==> config.mk <==
export PLATFORM = sky130hd
export DESIGN_NAME = gms_sequencer
export DESIGN_NICKNAME = d
export VERILOG_FILES = /design/src/rtl/gms_pkg.sv /design/src/rtl/gms_sequencer.sv
export SDC_FILE = /design/constraint.sdc
export NUM_CORES = 1
export LEC_CHECK = 0
export ABC_AREA = 1
export BUFFER_PORTS_ARGS = -buffer_cell sky130_fd_sc_hd__buf_2
export CORE_UTILIZATION = 25
export DETAILED_ROUTE_END_ITERATION = 6
export SYNTH_ARGS = -nofsm -noshare
export SYNTH_HDL_FRONTEND = slang
export SYNTH_SLANG_ARGS = --single-unit
==> constraint.sdc <==
create_clock -name clock -period 18.3 [get_ports clock]
set_input_delay 3.66 -clock clock [delete_from_list [all_inputs] [get_ports clock]]
set_output_delay 3.66 -clock clock [all_outputs]
set_load 0.005 [all_outputs]
==> src/rtl/gms_pkg.sv <==
// Functional notes
// Panel lock blocks mode changes only
// Buttons select modes; lit indicator shows mode
// Stop mode drops load before engine stop
// Fail-to-stop alarm when stop timer expires
// At rest needs all five zero conditions
// Config upload only at rest in stop
// Entering stop clears latched alarms now cleared
// Stop mode ignores start signals
// Immediate dropout follows mains in stop mode
// Idle stop mode enters power save
// Start in stop powers ECU only
// Manual/test start immediately, never automatically
// Each attempt energises fuel and starter
// Crank rest between attempts, then fail-to-start
// Release starter on firing from speed sources
// Oil pressure may release starter only
// Safety-on delay holds off listed faults
// No load transfer before generator available
// Manual loads only on loading request
// Test mode loads once generator available
// Load stays until open, mode, inhibit; open drops load in manual only
// Stop press drops load, stops at once
// Auto press hands control to auto mode
// One mode active; reset into stop mode
package gms_pkg;

  localparam int CLK_PERIOD_NS = 25;
  localparam int TICK_PERIOD_NS = 1000000;
  localparam int TICK_CYCLES = (TICK_PERIOD_NS + CLK_PERIOD_NS - 1) / CLK_PERIOD_NS;

  localparam logic [7:0] OFS_CTRL = 8'h00;
  localparam logic [7:0] OFS_CRANK = 8'h04;
  localparam logic [7:0] OFS_REST = 8'h08;
  localparam logic [7:0] OFS_SAFETY = 8'h0C;
  localparam logic [7:0] OFS_FSTOP = 8'h10;
  localparam logic [7:0] OFS_PSAVE = 8'h14;
  localparam logic [7:0] OFS_STATUS = 8'h18;
  localparam logic [7:0] OFS_ALARM = 8'h1C;

  localparam int CTRL_MPU_EN = 0;
  localparam int CTRL_ECU_EN = 1;
  localparam int CTRL_OIL_EN = 2;
  localparam int CTRL_DROPOUT_EN = 3;
  localparam int CTRL_PSAVE_EN = 4;
  localparam int CTRL_ATT_LSB = 8;

  localparam logic [11:0] CTRL_RST = 12'h300;
  localparam logic [15:0] CRANK_RST = 16'h2710;
  localparam logic [15:0] REST_RST = 16'h2710;
  localparam logic [15:0] SAFETY_RST = 16'h2710;
  localparam logic [15:0] FSTOP_RST = 16'h7530;
  localparam logic [15:0] PSAVE_RST = 16'hEA60;

  typedef enum logic [3:0] {
    MODE_STOP = 4'h1,
    MODE_MANUAL = 4'h2,
    MODE_TEST = 4'h4,
    MODE_AUTO = 4'h8
  } gms_mode_t;

  typedef enum logic [6:0] {
    SEQ_IDLE = 7'h01,
    SEQ_CRANK = 7'h02,
    SEQ_REST = 7'h04,
    SEQ_SAFETY = 7'h08,
    SEQ_RUN = 7'h10,
    SEQ_STOPPING = 7'h20,
    SEQ_FAILED = 7'h40
  } gms_seq_t;

  typedef struct packed {
    logic btn_stop;
    logic btn_manual;
    logic btn_test;
    logic btn_auto;
    logic btn_start;
    logic btn_transfer;
    logic btn_open;
    logic panel_lock;
    logic load_inhibit;
    logic remote_on_load;
    logic aux_mains_fail;
    logic mains_fail;
    logic mains_avail;
    logic sched_on_load;
    logic balance_req;
    logic gen_avail;
    logic comms_active;
    logic ecu_speed_zero;
    logic gen_volt_zero;
    logic gen_freq_zero;
    logic chg_volt_zero;
    logic oil_low;
    logic fire_freq;
    logic fire_mpu;
    logic fire_ecu;
    logic oil_rising;
    logic [7:0] alarm_cause;
  } gms_pins_t;

endpackage

==> src/rtl/gms_sequencer.sv <==
`timescale 1ns/10ps
module gms_sequencer import gms_pkg::*; #(
  parameter int TICK_DIV = TICK_CYCLES,
  parameter int ATT_W = 4
) (
  // Clock and reset
  input wire logic clock,
  input wire logic sys_rst,
  // AHB-Lite slave
  input wire logic hsel,
  input wire logic [7:0] haddr,
  input wire logic [1:0] htrans,
  input wire logic hwrite,
  input wire logic [2:0] hsize,
  input wire logic hready,
  input wire logic [31:0] hwdata,
  output logic [31:0] hrdata,
  output logic hreadyout,
  output logic hresp,
  // Panel and engine pins, asynchronous
  input wire gms_pins_t pins,
  // Mode indicators
  output logic led_stop,
  output logic led_manual,
  output logic led_test,
  output logic led_auto,
  // Engine and load drives
  output logic fuel_relay,
  output logic starter,
  output logic ecu_power,
  output logic gen_load,
  output logic mains_load,
  // Status
  output logic fault_holdoff,
  output logic speed_detect,
  output logic engine_at_rest,
  output logic config_allowed,
  output logic power_save,
  output logic fail_to_start,
  output logic fail_to_stop,
  output logic [7:0] alarm_latched
);

  gms_pins_t meta_reg;
  gms_pins_t pin_reg;
  gms_pins_t prev_reg;
  gms_mode_t mode_reg;
  gms_mode_t mode_next;
  gms_seq_t seq_reg;
  gms_seq_t seq_next;
  logic [11:0] ctrl_reg;
  logic [15:0] crank_reg;
  logic [15:0] rest_reg;
  logic [15:0] safety_reg;
  logic [15:0] fstop_reg;
  logic [15:0] psave_reg;
  logic [31:0] tick_cnt_reg;
  logic tick;
  logic [15:0] timer_reg;
  logic [15:0] idle_reg;
  logic [ATT_W-1:0] attempt_reg;
  logic [ATT_W-1:0] attempt_max;
  logic gen_load_reg;
  logic mains_load_reg;
  logic ecu_ovr_reg;
  logic psave_reg_on;
  logic fts_reg;
  logic ftp_reg;
  logic [7:0] alarm_reg;
  logic enter_stop;
  logic timer_done;
  logic fired;
  logic at_rest;
  logic any_press;
  logic load_req;
  logic wr_pend_reg;
  logic [7:0] wr_addr_reg;
  logic [31:0] rdata_reg;
  logic [31:0] status_word;

  function automatic logic press(input logic now_v, input logic old_v);
    press = now_v & ~old_v;
  endfunction

  // Both sync stages hold the whole pin bundle; pin_reg and its prev_reg copy are read
  always_ff @(posedge clock or posedge sys_rst) begin
    if (sys_rst) begin
      meta_reg <= '0;
      pin_reg <= '0;
      prev_reg <= '0;
    end else begin
      meta_reg <= pins;
      pin_reg <= meta_reg;
      prev_reg <= pin_reg;
    end
  end

  always_ff @(posedge clock or posedge sys_rst) begin
    if (sys_rst) begin
      tick_cnt_reg <= '0;
    end else if (tick) begin
      tick_cnt_reg <= '0;
    end else begin
      tick_cnt_reg <= tick_cnt_reg + 32'h0000_0001;
    end
  end
  assign tick = (tick_cnt_reg == 32'(TICK_DIV - 1));

  assign at_rest = pin_reg.ecu_speed_zero & pin_reg.gen_volt_zero & pin_reg.gen_freq_zero
                 & pin_reg.chg_volt_zero & pin_reg.oil_low;
  assign speed_detect = pin_reg.fire_freq | (ctrl_reg[CTRL_MPU_EN] & pin_reg.fire_mpu)
                      | (ctrl_reg[CTRL_ECU_EN] & pin_reg.fire_ecu);
  assign fired = speed_detect | (ctrl_reg[CTRL_OIL_EN] & pin_reg.oil_rising);
  assign any_press = |({pin_reg.btn_stop, pin_reg.btn_manual, pin_reg.btn_test,
                        pin_reg.btn_auto, pin_reg.btn_start, pin_reg.btn_transfer,
                        pin_reg.btn_open} & ~{prev_reg.btn_stop, prev_reg.btn_manual,
                        prev_reg.btn_test, prev_reg.btn_auto, prev_reg.btn_start,
                        prev_reg.btn_transfer, prev_reg.btn_open});

  // Stop wins when several mode buttons rise together
  always_comb begin
    mode_next = mode_reg;
    if (!pin_reg.panel_lock) begin
      if (press(pin_reg.btn_stop, prev_reg.btn_stop)) begin
        mode_next = MODE_STOP;
      end else if (press(pin_reg.btn_auto, prev_reg.btn_auto)) begin
        mode_next = MODE_AUTO;
      end else if (press(pin_reg.btn_manual, prev_reg.btn_manual)) begin
        mode_next = MODE_MANUAL;
      end else if (press(pin_reg.btn_test, prev_reg.btn_test)) begin
        mode_next = MODE_TEST;
      end
    end
  end
  assign enter_stop = (mode_next == MODE_STOP) && (mode_reg != MODE_STOP);

  always_ff @(posedge clock or posedge sys_rst) begin
    if (sys_rst) begin
      mode_reg <= MODE_STOP;
    end else begin
      mode_reg <= mode_next;
    end
  end

  assign attempt_max = ctrl_reg[CTRL_ATT_LSB +: ATT_W];
  assign timer_done = (timer_reg == 16'h0000);

  always_comb begin
    seq_next = seq_reg;
    case (seq_reg)
      SEQ_IDLE: begin
        // Auto mode has no start path; only manual and test crank
        if ((mode_reg == MODE_MANUAL || mode_reg == MODE_TEST)
            && press(pin_reg.btn_start, prev_reg.btn_start)) begin
          seq_next = SEQ_CRANK;
        end
      end
      SEQ_CRANK: begin
        if (mode_reg == MODE_STOP) begin
          seq_next = SEQ_STOPPING;
        end else if (fired) begin
          seq_next = SEQ_SAFETY;
        end else if (timer_done) begin
          seq_next = (attempt_reg >= attempt_max) ? SEQ_FAILED : SEQ_REST;
        end
      end
      SEQ_REST: begin
        if (mode_reg == MODE_STOP) begin
          seq_next = SEQ_STOPPING;
        end else if (timer_done) begin
          seq_next = SEQ_CRANK;
        end
      end
      SEQ_SAFETY: begin
        if (mode_reg == MODE_STOP && !gen_load_reg) begin
          seq_next = SEQ_STOPPING;
        end else if (timer_done) begin
          seq_next = SEQ_RUN;
        end
      end
      SEQ_RUN: begin
        if (mode_reg == MODE_STOP && !gen_load_reg) begin
          seq_next = SEQ_STOPPING;
        end
      end
      SEQ_STOPPING: begin
        if (at_rest) begin
          seq_next = SEQ_IDLE;
        end
      end
      SEQ_FAILED: begin
        if (mode_reg == MODE_STOP) begin
          seq_next = SEQ_IDLE;
        end
      end
      default: seq_next = SEQ_IDLE;
    endcase
  end

  always_ff @(posedge clock or posedge sys_rst) begin
    if (sys_rst) begin
      seq_reg <= SEQ_IDLE;
    end else begin
      seq_reg <= seq_next;
    end
  end

  // One countdown in ms, reloaded on every state change
  always_ff @(posedge clock or posedge sys_rst) begin
    if (sys_rst) begin
      timer_reg <= '0;
    end else if (seq_next != seq_reg) begin
      case (seq_next)
        SEQ_CRANK: timer_reg <= crank_reg;
        SEQ_REST: timer_reg <= rest_reg;
        SEQ_SAFETY: timer_reg <= safety_reg;
        SEQ_STOPPING: timer_reg <= fstop_reg;
        default: timer_reg <= '0;
      endcase
    end else if (tick && !timer_done) begin
      timer_reg <= timer_reg - 16'h0001;
    end
  end

  always_ff @(posedge clock or posedge sys_rst) begin
    if (sys_rst) begin
      attempt_reg <= '0;
    end else if (seq_reg == SEQ_IDLE && seq_next == SEQ_CRANK) begin
      attempt_reg <= ATT_W'(1);
    end else if (seq_reg == SEQ_REST && seq_next == SEQ_CRANK) begin
      attempt_reg <= attempt_reg + ATT_W'(1);
    end
  end

  assign fuel_relay = (seq_reg == SEQ_CRANK) || (seq_reg == SEQ_REST)
                   || (seq_reg == SEQ_SAFETY) || (seq_reg == SEQ_RUN);
  assign starter = (seq_reg == SEQ_CRANK);
  assign fault_holdoff = (seq_reg == SEQ_SAFETY);

  // Loading requests honoured only in manual
  assign load_req = press(pin_reg.btn_transfer, prev_reg.btn_transfer) | pin_reg.mains_fail
                  | pin_reg.remote_on_load | pin_reg.aux_mains_fail | pin_reg.sched_on_load
                  | pin_reg.balance_req;

  always_ff @(posedge clock or posedge sys_rst) begin
    if (sys_rst) begin
      gen_load_reg <= 1'b0;
    end else if (mode_reg == MODE_STOP || mode_reg == MODE_AUTO || pin_reg.load_inhibit
                 || !pin_reg.gen_avail) begin
      gen_load_reg <= 1'b0;
    end else if (mode_reg == MODE_MANUAL
                 && press(pin_reg.btn_open, prev_reg.btn_open)) begin
      gen_load_reg <= 1'b0;
    end else if (seq_reg == SEQ_RUN || seq_reg == SEQ_SAFETY) begin
      if (mode_reg == MODE_TEST) begin
        gen_load_reg <= 1'b1;
      end else if (load_req) begin
        gen_load_reg <= 1'b1;
      end
    end
  end
  assign gen_load = gen_load_reg & pin_reg.gen_avail;

  // Mains switch opens one cycle after the generator switch closes and stays open while it is closed
  always_ff @(posedge clock or posedge sys_rst) begin
    if (sys_rst) begin
      mains_load_reg <= 1'b0;
    end else if (gen_load_reg) begin
      mains_load_reg <= 1'b0;
    end else if (mode_reg == MODE_STOP && ctrl_reg[CTRL_DROPOUT_EN]) begin
      mains_load_reg <= pin_reg.mains_avail & ~pin_reg.mains_fail;
    end else begin
      mains_load_reg <= 1'b1;
    end
  end
  assign mains_load = mains_load_reg;

  always_ff @(posedge clock or posedge sys_rst) begin
    if (sys_rst) begin
      ecu_ovr_reg <= 1'b0;
    end else if (mode_reg != MODE_STOP) begin
      ecu_ovr_reg <= 1'b0;
    end else if (press(pin_reg.btn_start, prev_reg.btn_start)) begin
      ecu_ovr_reg <= 1'b1;
    end
  end
  assign ecu_power = ecu_ovr_reg | fuel_relay;

  // Cause present wins over the clear on stop entry
  always_ff @(posedge clock or posedge sys_rst) begin
    if (sys_rst) begin
      alarm_reg <= '0;
    end else if (enter_stop) begin
      alarm_reg <= alarm_reg & pin_reg.alarm_cause;
    end else begin
      alarm_reg <= alarm_reg | pin_reg.alarm_cause;
    end
  end

  always_ff @(posedge clock or posedge sys_rst) begin
    if (sys_rst) begin
      fts_reg <= 1'b0;
    end else if (seq_next == SEQ_FAILED && seq_reg != SEQ_FAILED) begin
      fts_reg <= 1'b1;
    end else if (enter_stop) begin
      fts_reg <= 1'b0;
    end
  end

  always_ff @(posedge clock or posedge sys_rst) begin
    if (sys_rst) begin
      ftp_reg <= 1'b0;
    end else if (seq_reg == SEQ_STOPPING && timer_done && !at_rest) begin
      ftp_reg <= 1'b1;
    end else if (enter_stop && at_rest) begin
      ftp_reg <= 1'b0;
    end
  end

  always_ff @(posedge clock or posedge sys_rst) begin
    if (sys_rst) begin
      idle_reg <= '0;
      psave_reg_on <= 1'b0;
    end else if (any_press || pin_reg.comms_active || mode_reg != MODE_STOP
                 || !ctrl_reg[CTRL_PSAVE_EN]) begin
      idle_reg <= '0;
      psave_reg_on <= 1'b0;
    end else if (idle_reg >= psave_reg) begin
      psave_reg_on <= 1'b1;
    end else if (tick) begin
      idle_reg <= idle_reg + 16'h0001;
    end
  end

  assign led_stop = (mode_reg == MODE_STOP);
  assign led_manual = (mode_reg == MODE_MANUAL);
  assign led_test = (mode_reg == MODE_TEST);
  assign led_auto = (mode_reg == MODE_AUTO);
  assign engine_at_rest = at_rest;
  assign config_allowed = at_rest & (mode_reg == MODE_STOP);
  assign power_save = psave_reg_on;
  assign fail_to_start = fts_reg;
  assign fail_to_stop = ftp_reg;
  assign alarm_latched = alarm_reg;

  // Zero-wait slave; reads are captured in the address phase
  assign hreadyout = 1'b1;
  assign hresp = 1'b0;
  assign hrdata = rdata_reg;
  assign status_word = {4'h0, 4'(attempt_reg), 2'h0, gen_load_reg, ftp_reg, fts_reg,
                        psave_reg_on, config_allowed, at_rest, 5'h00, seq_reg, mode_reg};

  always_ff @(posedge clock or posedge sys_rst) begin
    if (sys_rst) begin
      wr_pend_reg <= 1'b0;
      wr_addr_reg <= '0;
      rdata_reg <= '0;
    end else begin
      wr_pend_reg <= 1'b0;
      if (hsel && htrans[1] && hready) begin
        wr_pend_reg <= hwrite;
        wr_addr_reg <= haddr;
        if (!hwrite) begin
          if (haddr == OFS_CTRL) begin
            rdata_reg <= {20'h00000, ctrl_reg};
          end else if (haddr == OFS_CRANK) begin
            rdata_reg <= {16'h0000, crank_reg};
          end else if (haddr == OFS_REST) begin
            rdata_reg <= {16'h0000, rest_reg};
          end else if (haddr == OFS_SAFETY) begin
            rdata_reg <= {16'h0000, safety_reg};
          end else if (haddr == OFS_FSTOP) begin
            rdata_reg <= {16'h0000, fstop_reg};
          end else if (haddr == OFS_PSAVE) begin
            rdata_reg <= {16'h0000, psave_reg};
          end else if (haddr == OFS_STATUS) begin
            rdata_reg <= status_word;
          end else if (haddr == OFS_ALARM) begin
            rdata_reg <= {24'h000000, alarm_reg};
          end else begin
            rdata_reg <= '0;
          end
        end
      end
    end
  end

  always_ff @(posedge clock or posedge sys_rst) begin
    if (sys_rst) begin
      ctrl_reg <= CTRL_RST;
      crank_reg <= CRANK_RST;
      rest_reg <= REST_RST;
      safety_reg <= SAFETY_RST;
      fstop_reg <= FSTOP_RST;
      psave_reg <= PSAVE_RST;
    end else if (wr_pend_reg) begin
      if (wr_addr_reg == OFS_CTRL) begin
        ctrl_reg <= hwdata[11:0];
      end else if (wr_addr_reg == OFS_CRANK) begin
        crank_reg <= hwdata[15:0];
      end else if (wr_addr_reg == OFS_REST) begin
        rest_reg <= hwdata[15:0];
      end else if (wr_addr_reg == OFS_SAFETY) begin
        safety_reg <= hwdata[15:0];
      end else if (wr_addr_reg == OFS_FSTOP) begin
        fstop_reg <= hwdata[15:0];
      end else if (wr_addr_reg == OFS_PSAVE) begin
        psave_reg <= hwdata[15:0];
      end
    end
  end

endmodule
==> flow_summary.yaml <==
critical_path:
  rr_worst_depth: 15
  crit_required_ns: 14.64
  cp_num_buf_inv: 2
  r2r-start: "timer_reg[0]"
  critical_path.most_common_cell: "nand2_1"
  rrSetupSlack_ns: 15.00
  cpMaxStageDelayCell: "dfstp_2"
  crit_chain: "inv_2 > nand2_1 > nor2_1 > nand2_2 > nand2_1 > nor2_2 > nand2_1 > buf_2"
  crit_fanout: 5
  arrival_ns: 2.07
  slowest_delay_ns: 0.56
  worstReg2RegEnd: "timer_reg[10]"
  cp-start-kind: "flop"
  worst_setup_path_end_kind: "output port"
  worstSetupPathType: "reg2out"
  critPathTopFamily: "simple AND/OR/NAND/NOR gates"
  cp-startpoint: "seq_reg[0]"
route:
  vias: 11800
  drt-initial-drc-count: 961
  wl_per_cell_um: 15.6
  routed_wl_um: 39300
  ant_nets: 0
  viasPerCell: 4.68
  firstDrtPassIters: 5
  drc_errors: 0
timing:
  setup_viol: 0
  worst_slew_pin_slew_ns: 1.05
  rsz0062_at_grt: "no"
  post-route-period-util_pct: 31.3
  period_minus_slack_ns: 5.73
  hold_viol_final: 0
  fmaxAchievable_mhz: 174
  relSlewSlack_pct: 30.1
  finClkSkew_ns: 0.0110
  setup_tns_ns: 0
  drv_slew: 0
floorplan:
  start_util_pct: 25.5
  core_um2: 54300
  pin_count: 142
  num_rows: 85
  die_area_um2: 56400
  die-width_um: 238
  dieHeight_um: 238
power:
  p_int_mw: 1.24
  power.leakage_nw: 8.14
  p_comb_share_pct: 20.1
  p_clk_share_pct: 36.7
  power.density_nw_per_um2: 110
  power_frac_seq_pct: 43.2
  power.switching_mw: 0.563
  swShare_pct: 31.3
  ir_worst_vdd_uv: 87.1
logic_synthesis:
  yosys.area.top_type: "dfrtp_1"
  ys_ff_latch: 295
  syn_avg_cell_area_um2: 8.49
  synth_edf_count: 0
  synthTopCellsByArea: "dfrtp_1 47%, nand2_1 12%, dfstp_2 6.3%"
  ys_types: 53
  synth_top_cell_area_share_pct: 47.3
  ys.flop_type: "dfrtp_1"
  synth_most_common_cell: "nand2_1"
  seq_area_frac_synth_pct: 53.5
  netlist_instances: 1634
  netlist_area_um2: 13900
  async_flop_share_pct: 100
  yosys_warnings: 0
  synthTopCellsByCount: "443 x nand2_1, 262 x dfrtp_1, 178 x inv_1, 148 x o21ai_0, 109 x nor2_1"
cts:
  ctsHoldBuffers: 0
  post_cts_buffers: 0
  clock_sinks: 295
  htreeDepth: 1
  tritoncts: "built"
  cts.clk_slew.worst_paths_ns: 0.06
  ctsResizeCount: 0
  clk_path_buf_depth: 3
  clk_latency_ns: 0.57
  root_buffer: "clkbuf_16"
  cts_made_buffers: 30
cells_and_area:
  syn_to_final_growth_pct: 17.9
  layout.nets: 1858
  fillCellCount: 5708
  finalNonFillerCells: 2513
  diodes: 0
  drive_above_1_share_pct: 14.3
worst_hold_path:
  hold_start: "meta_reg[4]"
  hold-path-endpoint: "pin_reg[4]"
  whs_path_depth: 0
  hold_class: "reg2reg"
place:
  dp_cells: 2457
  routabilityCongestion: 0.891
  dp_hpwl_um: 27900
  io_buffers: 113
global_route:
  grt-ovfl-total: 0
  grt_first_pass_wirelength_um: 62300
  grt.total_usage_pct: 13.9
  antenna_found_initial: 0
  grt_pass1_vias: 11400
  grt_max_degree: 176
run:
  maxCapViolCount: 0
run_status:
  status: "finished clean"
## layer usage
metal,GRT usage (%),wire [um],vias to the layer above
met4,5.87,1390,0
li1,-,-,5600
met1,18.1,16800,5688
met2,23.0,18600,400
met5,0,0,-
met3,2.08,2430,73
## worst reg2reg max path, delay by kind of cell, from the launching register on
family,cells,cell delay (ns)
flops,1,0.38
buf+inv,3,0.48
simple gates,11,2.12
fa+ha+maj,1,0.20
## kinds of logic after synthesis
group / Yosys count / synth area share [%]
AOI/OAI and AO/OA: 251 / 10.0
adders and majority gates: 32 / 2.74
DFF: 295 / 53.5
and+or+nand+nor: 790 / 25.1
xor gates and xnor gates: 26 / 1.64
buffers and inverters: 237 / 6.87
muxes: 1 / 0.0812
other: 2 / 0.0541
## area by class of cell
| cell class | count | area [um2] | share of cell area [%] |
|---|---|---|---|
| Clock buffer | 42 | 897 | 5.49 |
| Clock inverter | 14 | 178 | 1.09 |
| Inverter | 191 | 731 | 4.47 |
| Multi-Input combinational cell | 1108 | 5530 | 33.8 |
| Sequential cell | 295 | 7420 | 45.4 |
| Tap cell | 739 | 925 | 5.66 |
| Timing Repair Buffer | 124 | 661 | 4.04 |
## power by group through the flow
stage	combinational, mW	clock (mW)	sequential, mW
final	0.362	0.661	0.777
after global routing	0.413	0.699	0.784
after global placement	0.352	0	0.785
after floorplan	0.278	0	0.771
after detailed placement	0.362	0	0.787
after CTS	0.363	0.675	0.776
## metrics by stage
step | utilization (%) | power (mW) | setup slack, ns | hold WS, ns | cell area (um2)
after global placement | 28.1 | 1.14 | 12.20 | 0.332 | 15300
after global routing | 30.1 | 1.90 | 12.43 | 0.352 | 16300
after CTS | 30.1 | 1.81 | 12.54 | 0.347 | 16300
final | 30.1 | 1.80 | 12.57 | 0.345 | 16300
after detailed placement | 28.1 | 1.15 | 12.15 | 0.335 | 15300
after floorplan | - | 1.05 | 6.55 | 0.331 | 13900
## worst max path at each step
stage / endpoint / slack [ns] / depth (start not counted)
after global routing: ecu_power / 12.43 / 8
after floorplan: alarm_latched[0] / 6.55 / 1
after detailed placement: hrdata[24] / 12.15 / 9
after global placement: hrdata[21] / 12.20 / 9
final: ecu_power / 12.57 / 8
after CTS: ecu_power / 12.54 / 8
## layout by cell type (no fill, tap or decap), drive strengths merged, types with 3 or more instances in the layout
cell / count
bufinv: 4
a211oi: 4
a221oi: 3
o21a: 3
clkinv: 13
clkbuf: 42
nand2: 454
nand3: 111
dfrtp: 262
xnor2: 7
nand4: 51
o2111ai: 6
o22ai: 4
nor3: 31
dfstp: 33
ha: 24
inv: 188
buf: 124
o21ai: 149
conb: 8
a22o: 3
a31oi: 3
o31ai: 3
a41oi: 3
a21oi: 53
o211ai: 10
nor4: 19
nor2: 118
maj3: 8
xor2: 19
No activity file was read; power rests on OpenSTA's default activity.
